$ cat config.mk
export PLATFORM = sky130hd
export DESIGN_NAME = crt_timer
export DESIGN_NICKNAME = d
export VERILOG_FILES = /design/src/crt_pkg.sv /design/src/crt_timer.sv
export VERILOG_INCLUDE_DIRS = /design/src
export SDC_FILE = /design/constraint.sdc
export NUM_CORES = 1
export LEC_CHECK = 0
export ABC_AREA = 1
export ABC_CLOCK_PERIOD_IN_PS = 2460
export BUFFER_PORTS_ARGS = -buffer_cell sky130_fd_sc_hd__buf_2
export CORE_AREA = 2 2 106 108
export CTS_CLUSTER_DIAMETER = 50
export DETAILED_ROUTE_END_ITERATION = 8
export DIE_AREA = 0 0 108 110
export PLACE_DENSITY = 0.76
export SLEW_MARGIN = 25
export SYNTH_ARGS = -nofsm -noshare
export SYNTH_HDL_FRONTEND = slang
export SYNTH_SLANG_ARGS = --single-unit
$ cat constraint.sdc
create_clock -name aclk -period 2.46 [get_ports aclk]
set_input_delay 0.492 -clock aclk [delete_from_list [all_inputs] [get_ports aclk]]
set_output_delay 0.492 -clock aclk [all_outputs]
set_load 0.02 [all_outputs]
$ cat src/crt_params.svh
// offsets, fields, reset values and counts of the capture/reload timer
// Contract
// RULE1 - rollover sets overflow flag; software clears it
// RULE2 - no overflow flag while either serial clock selected
// RULE3 - trigger capture or reload sets trigger flag
// RULE4 - set trigger flag raises timer interrupt
// RULE5 - up/down mode: trigger flag raises no interrupt
// RULE6 - receive clock: this overflow or other timer
// RULE7 - transmit clock: this overflow or other timer
// RULE8 - trigger enabled acts unless clocking serial port; the code also ignores it as an event in up/down mode
// RULE9 - count only while run control is set
// RULE10 - select internal ticks or external count pin edges
// RULE11 - capture mode: trigger edge copies count out
// RULE12 - reload mode: reload on overflow and trigger
// RULE13 - serial clocking forces auto-reload on overflow
// RULE14 - high and low registers form 16-bit value
// RULE15 - control register index C8, resets to zero
// RULE16 - count pin and trigger pin are port inputs
// RULE17 - timer ticks once every twelve clocks
// RULE18 - pins synchronised; falling edge is high then low
`ifndef CRT_PARAMS_SVH
`define CRT_PARAMS_SVH

// register indices; byte address is four times the index
`define CRT_IDX_CTRL    10'h0C8
`define CRT_IDX_MODE    10'h0C9
`define CRT_IDX_CAPL    10'h0CA
`define CRT_IDX_CAPH    10'h0CB
`define CRT_IDX_CNTL    10'h0CC
`define CRT_IDX_CNTH    10'h0CD
`define CRT_IDX_IRQ_STS 10'h0D0
`define CRT_IDX_IRQ_MSK 10'h0D1

// control register fields
`define CRT_CTRL_OVF    7
`define CRT_CTRL_EXT    6
`define CRT_CTRL_RXSEL  5
`define CRT_CTRL_TXSEL  4
`define CRT_CTRL_EXEN   3
`define CRT_CTRL_RUN    2
`define CRT_CTRL_CT     1
`define CRT_CTRL_CPRL   0
`define CRT_CTRL_RST    8'h00

// mode register fields
`define CRT_MODE_UPDN   0
`define CRT_MODE_CLKOUT 1
`define CRT_MODE_RST    8'h00

// interrupt status and mask fields
`define CRT_STS_OVF     0
`define CRT_STS_EXT     1

`define CRT_CNT_MAX     16'hFFFF
`define CRT_TICK_DIV    12
`define CRT_ADDR_W      12

`endif

$ cat src/crt_pkg.sv
// shared types of the capture/reload timer
package crt_pkg;
   typedef logic [15:0] crt_word_t;
   typedef logic [7:0]  crt_byte_t;
   typedef enum logic [1:0] {
      CRT_RESP_OKAY   = 2'b00,
      CRT_RESP_SLVERR = 2'b10
   } crt_resp_e;
endpackage

$ cat src/crt_timer.sv
// capture/reload timer with AXI4-Lite register slave
`timescale 1ns/1ps
`default_nettype none
`include "crt_params.svh"

module crt_timer #(
   parameter int ADDR_W   = `CRT_ADDR_W,
   parameter int TICK_DIV = `CRT_TICK_DIV
) (
   input  wire logic              aclk,            // device clock
   input  wire logic              aresetn,         // sync reset, low
   input  wire logic [ADDR_W-1:0] awaddr,          // write address
   input  wire logic              awvalid,         // write address valid
   output var  logic              awready,         // write address ready
   input  wire logic [31:0]       wdata,           // write data
   input  wire logic [3:0]        wstrb,           // write strobes
   input  wire logic              wvalid,          // write data valid
   output var  logic              wready,          // write data ready
   output var  logic [1:0]        bresp,           // write response
   output var  logic              bvalid,          // write response valid
   input  wire logic              bready,          // write response ready
   input  wire logic [ADDR_W-1:0] araddr,          // read address
   input  wire logic              arvalid,         // read address valid
   output var  logic              arready,         // read address ready
   output var  logic [31:0]       rdata,           // read data
   output var  logic [1:0]        rresp,           // read response
   output var  logic              rvalid,          // read data valid
   input  wire logic              rready,          // read data ready
   input  wire logic              count_input_pin, // external count
   input  wire logic              trigger_pin,     // capture/reload trigger
   input  wire logic              other_baud_ovf,  // other baud timer pulse
   input  wire logic              serial_var_mode, // serial mode 1 or 3
   output var  logic              rx_baud_tick,    // receive clock pulse
   output var  logic              tx_baud_tick,    // transmit clock pulse
   output var  logic              irq              // timer interrupt level
);

   // ---------------- registers ----------------
   logic [7:0]             ctrl_ff;
   logic [7:0]             mode_ff;
   crt_pkg::crt_word_t     cap_ff;
   crt_pkg::crt_word_t     cnt_ff;
   logic [1:0]             sts_ff;
   logic [1:0]             msk_ff;
   logic [$clog2(TICK_DIV)-1:0] pre_ff;
   logic [2:0]             cin_ff;
   logic [2:0]             trg_ff;

   // ---------------- bus and output state ----------------
   logic                   awready_ff;
   logic                   wready_ff;
   logic                   bvalid_ff;
   logic [1:0]             bresp_ff;
   logic                   arready_ff;
   logic                   rvalid_ff;
   logic [31:0]            rdata_ff;
   logic [1:0]             rresp_ff;
   logic [ADDR_W-3:0]      widx_ff;
   logic [7:0]             wdat_ff;
   logic                   wstb_ff;
   logic                   rx_tick_ff;
   logic                   tx_tick_ff;
   logic                   irq_ff;

   assign awready      = awready_ff;
   assign wready       = wready_ff;
   assign bvalid       = bvalid_ff;
   assign bresp        = bresp_ff;
   assign arready      = arready_ff;
   assign rvalid       = rvalid_ff;
   assign rdata        = rdata_ff;
   assign rresp        = rresp_ff;
   assign rx_baud_tick = rx_tick_ff;
   assign tx_baud_tick = tx_tick_ff;
   assign irq          = irq_ff;

   // ---------------- register write decode ----------------
   logic wr_en;
   logic [9:0] widx;
   logic wr_ctrl, wr_mode, wr_capl, wr_caph, wr_cntl, wr_cnth;
   logic wr_sts, wr_msk, wr_hit;

   assign wr_en   = !awready_ff && !wready_ff && !bvalid_ff;
   assign widx    = 10'(widx_ff);
   assign wr_ctrl = wr_en && wstb_ff && widx == `CRT_IDX_CTRL; // RULE15
   assign wr_mode = wr_en && wstb_ff && widx == `CRT_IDX_MODE;
   assign wr_capl = wr_en && wstb_ff && widx == `CRT_IDX_CAPL;
   assign wr_caph = wr_en && wstb_ff && widx == `CRT_IDX_CAPH;
   assign wr_cntl = wr_en && wstb_ff && widx == `CRT_IDX_CNTL;
   assign wr_cnth = wr_en && wstb_ff && widx == `CRT_IDX_CNTH;
   assign wr_sts  = wr_en && wstb_ff && widx == `CRT_IDX_IRQ_STS;
   assign wr_msk  = wr_en && wstb_ff && widx == `CRT_IDX_IRQ_MSK;
   assign wr_hit  = widx inside {`CRT_IDX_CTRL, `CRT_IDX_MODE,
                                 `CRT_IDX_CAPL, `CRT_IDX_CAPH,
                                 `CRT_IDX_CNTL, `CRT_IDX_CNTH,
                                 `CRT_IDX_IRQ_STS, `CRT_IDX_IRQ_MSK};

   // ---------------- write channel ----------------
   // address and data taken in either order; one write in flight
   always_ff @(posedge aclk) begin
      if (!aresetn) begin
         awready_ff <= 1'b1;
         wready_ff  <= 1'b1;
         bvalid_ff  <= 1'b0;
         bresp_ff   <= crt_pkg::CRT_RESP_OKAY;
         widx_ff    <= '0;
         wdat_ff    <= 8'h00;
         wstb_ff    <= 1'b0;
      end else begin
         if (awready_ff && awvalid) begin
            awready_ff <= 1'b0;
            widx_ff    <= awaddr[ADDR_W-1:2];
         end
         if (wready_ff && wvalid) begin
            wready_ff <= 1'b0;
            wdat_ff   <= wdata[7:0];
            wstb_ff   <= wstrb[0];
         end
         if (wr_en) begin
            bvalid_ff <= 1'b1;
            bresp_ff  <= wr_hit ? crt_pkg::CRT_RESP_OKAY
                                : crt_pkg::CRT_RESP_SLVERR;
         end
         if (bvalid_ff && bready) begin
            bvalid_ff  <= 1'b0;
            awready_ff <= 1'b1;
            wready_ff  <= 1'b1;
         end
      end
   end

   // ---------------- read channel ----------------
   logic [9:0] ridx;
   logic [7:0] rd_byte;
   logic       rd_hit;

   assign ridx = 10'(araddr[ADDR_W-1:2]);

   always_comb begin
      rd_hit  = 1'b1;
      rd_byte = 8'h00;
      unique case (ridx)
         `CRT_IDX_CTRL:    rd_byte = ctrl_ff;
         `CRT_IDX_MODE:    rd_byte = mode_ff;
         `CRT_IDX_CAPL:    rd_byte = cap_ff[7:0];  // RULE14
         `CRT_IDX_CAPH:    rd_byte = cap_ff[15:8]; // RULE14
         `CRT_IDX_CNTL:    rd_byte = cnt_ff[7:0];
         `CRT_IDX_CNTH:    rd_byte = cnt_ff[15:8];
         `CRT_IDX_IRQ_STS: rd_byte = {6'h00, sts_ff};
         `CRT_IDX_IRQ_MSK: rd_byte = {6'h00, msk_ff};
         default:          rd_hit  = 1'b0;
      endcase
   end

   always_ff @(posedge aclk) begin
      if (!aresetn) begin
         arready_ff <= 1'b1;
         rvalid_ff  <= 1'b0;
         rdata_ff   <= 32'h0000_0000;
         rresp_ff   <= crt_pkg::CRT_RESP_OKAY;
      end else if (arready_ff && arvalid) begin
         arready_ff <= 1'b0;
         rvalid_ff  <= 1'b1;
         rdata_ff   <= {24'h00_0000, rd_byte};
         rresp_ff   <= rd_hit ? crt_pkg::CRT_RESP_OKAY
                              : crt_pkg::CRT_RESP_SLVERR;
      end else if (rvalid_ff && rready) begin
         rvalid_ff  <= 1'b0;
         arready_ff <= 1'b1;
      end
   end

   // ---------------- pin synchronisers ----------------
   // stage 0 feeds stage 1 only; stage 2 is the edge history
   always_ff @(posedge aclk) begin
      if (!aresetn) begin
         cin_ff <= 3'h0;
         trg_ff <= 3'h0;
      end else begin
         cin_ff <= {cin_ff[1:0], count_input_pin}; // RULE16 RULE18
         trg_ff <= {trg_ff[1:0], trigger_pin};     // RULE16 RULE18
      end
   end

   logic cin_fall, trg_fall, trg_lvl;
   assign cin_fall = cin_ff[2] && !cin_ff[1]; // RULE18
   assign trg_fall = trg_ff[2] && !trg_ff[1]; // RULE18
   assign trg_lvl  = trg_ff[1];

   // ---------------- machine-cycle prescaler ----------------
   logic tick_int;
   assign tick_int = pre_ff == ($clog2(TICK_DIV))'(TICK_DIV - 1);

   always_ff @(posedge aclk) begin
      if (!aresetn) begin
         pre_ff <= '0;
      end else if (tick_int) begin
         pre_ff <= '0;
      end else begin
         pre_ff <= pre_ff + 1'b1; // RULE17
      end
   end

   // ---------------- counting decisions ----------------
   logic run, baud, updn, up, cnt_en, ovf_up, unf, roll;
   logic trig_evt, cap_evt, rld_evt, rld_on_ovf, cnt_wr;

   assign run  = ctrl_ff[`CRT_CTRL_RUN];
   assign baud = ctrl_ff[`CRT_CTRL_RXSEL] || ctrl_ff[`CRT_CTRL_TXSEL];
   // direction comes from the trigger pin level in up/down mode
   assign updn = mode_ff[`CRT_MODE_UPDN] && !baud;
   assign up   = !updn || trg_lvl;
   assign cnt_en = run && (ctrl_ff[`CRT_CTRL_CT] ? cin_fall // RULE9 RULE10
                                                 : tick_int); // RULE17
   assign ovf_up = cnt_en && up && cnt_ff == `CRT_CNT_MAX;
   assign unf    = cnt_en && !up && cnt_ff == cap_ff;
   assign roll   = ovf_up || unf;
   // trigger pin is the direction input in up/down mode, not an event
   assign trig_evt = ctrl_ff[`CRT_CTRL_EXEN] && !baud && !updn
                     && trg_fall; // RULE8
   assign cap_evt  = trig_evt && ctrl_ff[`CRT_CTRL_CPRL]; // RULE11
   assign rld_evt  = trig_evt && !ctrl_ff[`CRT_CTRL_CPRL]; // RULE12
   assign rld_on_ovf = baud || updn
                       || !ctrl_ff[`CRT_CTRL_CPRL]; // RULE12 RULE13
   assign cnt_wr   = wr_cntl || wr_cnth;

   // ---------------- count ----------------
   always_ff @(posedge aclk) begin
      if (!aresetn) begin
         cnt_ff <= 16'h0000;
      end else if (cnt_wr) begin
         if (wr_cntl) begin
            cnt_ff[7:0] <= wdat_ff;
         end
         if (wr_cnth) begin
            cnt_ff[15:8] <= wdat_ff;
         end
      end else if (rld_evt || (ovf_up && rld_on_ovf)) begin
         cnt_ff <= cap_ff; // RULE12 RULE13 RULE14
      end else if (unf) begin
         cnt_ff <= `CRT_CNT_MAX;
      end else if (cnt_en) begin
         cnt_ff <= up ? cnt_ff + 1'b1 : cnt_ff - 1'b1; // RULE9 RULE10
      end
   end

   // ---------------- capture/reload value ----------------
   always_ff @(posedge aclk) begin
      if (!aresetn) begin
         cap_ff <= 16'h0000;
      end else if (cap_evt) begin
         cap_ff <= cnt_ff; // RULE11 RULE14
      end else begin
         if (wr_capl) begin
            cap_ff[7:0] <= wdat_ff;
         end
         if (wr_caph) begin
            cap_ff[15:8] <= wdat_ff;
         end
      end
   end

   // ---------------- control and mode ----------------
   logic ovf_set;
   assign ovf_set = roll && !baud; // RULE1 RULE2

   // hardware set beats a software clear in the same cycle
   always_ff @(posedge aclk) begin
      if (!aresetn) begin
         ctrl_ff <= `CRT_CTRL_RST; // RULE15
      end else begin
         if (wr_ctrl) begin
            ctrl_ff <= wdat_ff;
         end
         if (ovf_set) begin
            ctrl_ff[`CRT_CTRL_OVF] <= 1'b1; // RULE1
         end
         if (trig_evt) begin
            ctrl_ff[`CRT_CTRL_EXT] <= 1'b1; // RULE3
         end else if (roll && updn) begin
            ctrl_ff[`CRT_CTRL_EXT] <= !ctrl_ff[`CRT_CTRL_EXT];
         end
      end
   end

   always_ff @(posedge aclk) begin
      if (!aresetn) begin
         mode_ff <= `CRT_MODE_RST;
      end else if (wr_mode) begin
         mode_ff <= wdat_ff;
      end
   end

   // ---------------- interrupt ----------------
   logic [1:0] sts_set;
   assign sts_set[`CRT_STS_OVF] = ovf_set;
   // up/down toggles of the trigger flag never reach here
   assign sts_set[`CRT_STS_EXT] = trig_evt; // RULE4 RULE5

   always_ff @(posedge aclk) begin
      if (!aresetn) begin
         sts_ff <= 2'h0;
         msk_ff <= 2'h0;
         irq_ff <= 1'b0;
      end else begin
         sts_ff <= sts_set | (sts_ff & ~(wr_sts ? wdat_ff[1:0] : 2'h0));
         if (wr_msk) begin
            msk_ff <= wdat_ff[1:0];
         end
         irq_ff <= |(sts_ff & msk_ff); // RULE4
      end
   end

   // ---------------- serial baud clocks ----------------
   logic own_baud;
   assign own_baud = ovf_up && baud;

   always_ff @(posedge aclk) begin
      if (!aresetn) begin
         rx_tick_ff <= 1'b0;
         tx_tick_ff <= 1'b0;
      end else begin
         rx_tick_ff <= serial_var_mode && (ctrl_ff[`CRT_CTRL_RXSEL]
                       ? own_baud : other_baud_ovf); // RULE6
         tx_tick_ff <= serial_var_mode && (ctrl_ff[`CRT_CTRL_TXSEL]
                       ? own_baud : other_baud_ovf); // RULE7
      end
   end
endmodule

`default_nettype wire

---- Word-level counts from Yosys, hierarchy flattened ----
Index checks and enable logic that the tools add are counted.
word-level totals
  register bits after elaboration ......... 101
  latch bits .............................. 0
  RAM bits ................................ 0
  ROM bits ................................ 0
  output and inout bits ................... 44
  logic and storage cells ................. 147
  memories kept ........................... 0
operators by class
  add/sub/neg operators ................... 3
  multipliers ............................. 0
  divide/modulo/power cells ............... 0
  magnitude comparators ................... 0
  equality and inequality tests ........... 21
  shifts and indexed selects .............. 0
  muxes and demuxes ....................... 26
  bitwise logic cells ..................... 5
  reduce and logical (&&, ||, !) cells .... 65
operators by type and width
  operator                                               number
  equality test 10 x 8 -> 1 bit (second input constant)  16
  two-way mux 16 bit                                     6
  one-hot mux 8 bit (8 select lines)                     1
  two-way mux 8 bit                                      5
  logical AND 1 bit                                      35
  adder 16 x 1 -> 16 bit (second input constant)         1
  equality test 16 bit                                   1
  equality test 16 bit (second input constant)           1
  subtractor 16 x 1 -> 16 bit (second input constant)    1
  two-way mux 1 bit                                      11
  logical NOT 1 bit                                      10
  nonzero test 2 bit                                     4
  nonzero test 8 bit                                     1
  OR reduction 8 bit                                     1
  logical OR 1 bit                                       7
  two-way mux 2 bit                                      3
  OR reduction 2 bit                                     3
  adder 4 x 1 -> 4 bit (second input constant)           1
  bitwise AND 2 bit                                      2
  equality test 4 bit (second input constant)            1
  != test 2 bit (second input constant)                  2
  AND reduction 2 bit                                    2
  nonzero test 4 bit                                     1
  nonzero test 3 bit                                     1
  3 further kinds                                        3

---- Logic depth before layout (Yosys ltp) ----
  depth in word-level cells ............... 12
  depth in mapped cells ................... 17
  gate-level depth less buffers ........... 17

---- Worst setup path after synthesis ----
Ideal clock, no wire load.
  kind .................................... register to register
  start point ............................. register mode_ff[0]
  end point ............................... register cnt_ff[4]
  library setup time ...................... 0.122 ns
  arrival time ............................ 1.732 ns
  data required time ...................... 2.338 ns
  path slack .............................. 0.607 ns
  cell stages (with the launch flop) ...... 15
  period minus slack after synthesis ...... 1.853 ns
  path through ............................ dfxtp_1 > inv_2 > nor2_4 > buf_4 > nand3_1 > nand2_1 > inv_1 > ha_1 > inv_1 > nand2_1 > nand2_1 > o21bai_1 > xor2_1 > o21ai_0 > a21oi_1
on the way
  word-level cells in the longest chain between the ends .. 9
  elaborated cells on any way between the ends .. 22
  classes of those cells .................. 5 x mux; 17 x reduce/logical
ends and longest elaborated chain
  element                                                    line                                text
  start, declared                                            crt_timer.sv:40                     logic [7:0] mode_ff;
  start signal, assigned                                     crt_timer.sv:288                    mode_ff <= `CRT_MODE_RST;
  start signal, assigned                                     crt_timer.sv:290                    mode_ff <= wdat_ff;
  logical AND 1 bit (*)                                      crt_timer.sv:211                    assign updn = mode_ff[`CRT_MODE_UPDN] && !baud;
  logical NOT 1 bit                                          crt_timer.sv:212, crt_timer.sv:219
  logical OR 1 bit                                           crt_timer.sv:212                    assign up = !updn || trg_lvl;
  logical NOT 1 bit or logical AND 1 bit (tied branches)     crt_timer.sv:216, crt_timer.sv:215
  logical AND 1 bit (on tied branches)                       -
  logical AND 1 bit (on tied branches)                       crt_timer.sv:216, crt_timer.sv:238
  two-way mux 16 bit or logical OR 1 bit (tied branches)     crt_timer.sv:240, crt_timer.sv:238
  two-way mux 16 bit or nonzero test 4 bit (tied branches)   -
  two-way mux 16 bit or AND reduction 2 bit (tied branches)  -
  end signal, assigned                                       crt_timer.sv:233                    cnt_ff[7:0] <= wdat_ff;
  end signal, assigned                                       crt_timer.sv:239                    cnt_ff <= cap_ff;
  end signal, assigned                                       crt_timer.sv:241                    cnt_ff <= `CRT_CNT_MAX;
  end, declared                                              crt_timer.sv:42                     crt_pkg::crt_word_t cnt_ff;
Every way passes the cells marked *; elsewhere a longest branch is shown, timed or not. The select of a mux whose other input is x is not followed.
A chain may end at the register's enable or synchronous reset.

---- Final worst setup path ----
  start point ............................. register widx_ff[1], in the netlist widx[1]
  end point ............................... register cnt_ff[15]
on the way
  word-level cells in the longest chain between the ends .. 5
  elaborated cells on any way between the ends .. 9
  classes of those cells .................. 3 x eq/ne; 1 x mux; 5 x reduce/logical
ends and longest elaborated chain
  element                                                               line              text
  start, declared                                                       crt_timer.sv:58   logic [ADDR_W-3:0] widx_ff;
  start signal, assigned                                                crt_timer.sv:112  widx_ff <= awaddr[ADDR_W-1:2];
  equality test 10 x 8 -> 1 bit                                         -
  logical AND 1 bit (no source line)                                    -
  logical OR 1 bit                                                      crt_timer.sv:225  assign cnt_wr = wr_cntl || wr_cnth;
  != test 2 bit (no source line) or nonzero test 4 bit (tied branches)  -
  AND reduction 2 bit (no source line)                                  -
  end signal, assigned                                                  crt_timer.sv:236  cnt_ff[15:8] <= wdat_ff;
  end signal, assigned                                                  crt_timer.sv:239
  end signal, assigned                                                  crt_timer.sv:241
Several ways; a longest one is shown, not always the timed one.

==> impl_metrics.tcl <==
set metrics [dict create \
    worstHoldStart "trigger_pin" \
    synth-compound-area-share_pct 20.2 \
    floorplan.core_area_um2 10700 \
    synth_area_um2 5870 \
    post_drt_via_cell_ratio 5.49 \
    final_cell_mix "nand2_1, inv_1, nor2_1" \
    skew_ns 0.0125 \
    die_h_um 110 \
    die_w_um 108 \
    ant_nets 0 \
    drt-wirelength-per-cell_um 15.0 \
    ir_drop_mv 0.322 \
    cts-root-buf "clkbuf_8" \
    drc_errors 0 \
    worstSetupEndpointType "flip-flop" \
    synth_cell_types 41 \
    critPathKind "flip-flop to flip-flop" \
    cp.required_ns 2.77 \
    antenna_found_initial 0 \
    synth_enable_flop_cells 0 \
    status "completed" \
    cts.sinks 99 \
    min_period_ns 2.25 \
    overflow 0 \
    arrival_ns 2.56 \
    detail_route.first_pass.iterations 7 \
    start_util_pct 54.9 \
    r2r_slack_ns 0.21 \
    relSlewSlack_pct 62.3 \
    grt_usage_pct 29.5 \
    powerDensity_nw_per_um2 458 \
    setup_viol 0 \
    drt_first_iter_violations 648 \
    final_common_cell "nand2_1" \
    crit_path_top_delay_cell "nor4_1" \
    async_reset_ff_share_pct 0 \
    fin_area_um2 6550 \
    std_cell_rows 38 \
    p_leak_nw 2.98 \
    ys_seq_area_share_pct 33.8 \
    io_pins 115 \
    place_ws_ns 0.280 \
    drt-total-wl_mm 16.9 \
    path_cells "inv_2, nand2_1, nor4_1, nand2_1, nand2_1, inv_2, nand3_2, nand2_2, buf_4, nand2_1, nand2_1, a21oi_1" \
    synth_top_flop_cell "dfxtp_1" \
    critPathLaunchType "flip-flop" \
    port_buffers 57 \
    max_freq_mhz 445 \
    syn_inst 909 \
    vias 6192 \
    worst_slack_ns 0.213 \
    synthMuxAreaShare_pct 0 \
    htreeDepth 3 \
    tightestPinTransition_ns 0.561 \
    post-route-period-util_pct 91.3 \
    grt_pass1_wl_mm 27.3 \
    worst_hold_slack_ns 0.289 \
    hold_path_end "trg_ff[0]" \
    clock_path_buffers 2 \
    rsz0062_at_grt "false" \
    holdPathStages 3 \
    cts_buffers 9 \
    maxCapViolCount 0 \
    cts_tree "done" \
    synth-xor-area-share_pct 2.09 \
    clk_latency_ns 0.38 \
    r2r-start "widx[1]" \
    routabilityCongestion 0.977 \
    yosysWarnings 0 \
    r2r-end "cnt_ff[15]" \
    dieArea_um2 11900 \
    clk_pin_slew_worst_paths_ns 0.11 \
    path_common_cell "nand2_1" \
    synth_top_family_by_area "simple AND/OR/NAND/NOR gates" \
    areaGrowthSynthToFinish_pct 11.6 \
    finalSetupTns_ns 0 \
    ys_ff_latch 99 \
    avgSynthCellArea_um2 6.46 \
    hold_viol 0 \
    worstHoldPathType "primary input to flip-flop" \
    postCtsHoldBufs 0 \
    synthAdderAreaFrac_pct 0.426 \
    drv_slew 0 \
    drive_above_1_share_pct 12.9 \
    grt_max_degree 28 \
    crit_fanout 9 \
    grt_pass1_vias 5424 \
    num_antenna_cells 0 \
    final_nets 1056 \
    hpwl_mm 12.8 \
    max_stage_delay_ns 0.47 \
    reg2reg_depth 12 \
    yosys.area_share.simple_pct 30.3 \
    dpl_cell_area_um2 6350 \
]
==> registers in the layout, indices dropped and copies added, names as in the netlist, 2 cells and up <==
name / count
ctrl_ff: 8
cap_ff: 16
msk_ff: 2
mode_ff: 8
widx: 10
rdata: 8
sts_ff: 2
wdat_ff: 8
cnt_ff: 16
pre_ff: 4
trg_ff: 3
cin_ff: 3
==> timing repair <==
item,in CTS,in global routing
gates resized for setup,0,1
setup endpoints to repair,0,1
buffers inserted,0,0
==> worst max path at each step <==
stage / start / endpoint / slack (ns) / depth (start not counted)
6_report: widx[1] / cnt_ff[15] / 0.21 / 12
5_1_grt: widx[6] / cnt_ff[15] / 0.02 / 13
4_1_cts: widx[6] / cnt_ff[14] / 0.26 / 13
3_5_place_dp: widx[8] / cnt_ff[14] / 0.28 / 11
3_3_place_gp: ctrl_ff[4] / cnt_ff[13] / 0.34 / 12
2_1_floorplan: mode_ff[0] / cnt_ff[4] / 0.61 / 14
==> area by class of cell <==
cell class                      count  area (um^2)
Clock inverter                      6         61.3
Fill cell                        1079         4150
Tap cell                          140          175
Timing Repair Buffer               89          538
Sequential cell                    99         1980
Inverter                          117          439
Multi-Input combinational cell    667         3220
Clock buffer                       10          138
==> critical path: cells and delay by family, from the launching register on <==
| kind | cells | cell delay (ns) |
|---|---|---|
| AOI/OAI and AO/OA | 1 | 0.13 |
| buffers and inverters | 3 | 0.39 |
| DFF | 1 | 0.34 |
| and+or+nand+nor | 8 | 1.30 |
==> metal layers <==
| layer | GRT usage [%] | up-vias | part of all wire (%) |
|---|---|---|---|
| li1 | - | 3116 | - |
| met1 | 41.0 | 2752 | 45 |
| met2 | 46.7 | 290 | 44 |
| met3 | 6.00 | 34 | 9.1 |
| met4 | 8.52 | 0 | 2.5 |
| met5 | 0 | - | 0 |
==> stage by stage <==
step,utilization [%],std cells,power (mW)
final,61.2,1128,3.00
after global routing,61.2,1128,3.11
after CTS,61.2,1128,3.00
after detailed placement,59.3,1112,1.97
after global placement,59.3,1112,1.97
after floorplan,-,934,1.91
==> power breakdown <==
group | internal [mW] | switching (mW) | total (mW)
Combinational | 0.0748 | 0.183 | 0.257
Sequential | 1.65 | 0.0322 | 1.68
Clock | 0.417 | 0.643 | 1.06
Total | 2.14 | 0.858 | 3.00
==> kinds of logic (layout without fill, tap and decap cells) <==
group,Yosys count,count (layout)
fa+ha+maj,2,2
xor+xnor,14,14
simple gates,414,414
buf+inv,168,222
other cells,1,26
flops,99,99
compound gates,211,211
==> cells in the mapped netlist (2+ instances only) <==
cell	n	area (um^2)
nand2_1	210	788
inv_2	6	22.5
a211oi_1	10	75.1
clkinv_1	6	22.5
o21bai_1	3	22.5
o21ai_0	71	355
a41oi_1	10	87.6
clkbuf_1	14	52.6
or2_0	2	12.5
nor4_1	8	50.1
nor3_1	17	85.1
dfxtp_1	99	1980
nand2_2	5	31.3
ha_1	2	25.0
nor2_1	100	375
nand4_1	14	87.6
a32oi_1	2	17.5
buf_4	27	203
nor3_2	2	20.0
o31ai_1	6	45.0
nand3b_1	2	15.0
nand3_1	45	225
a21oi_1	81	405
inv_1	105	394
o22ai_1	22	138
xnor2_1	2	17.5
o21ai_1	3	15.0
nor2_4	2	22.5
buf_2	5	25.0
buf_6	4	45.0
xor2_1	12	105
o2111ai_1	2	17.5
nor2_2	2	12.5
Power figures use the tool's default switching activity.
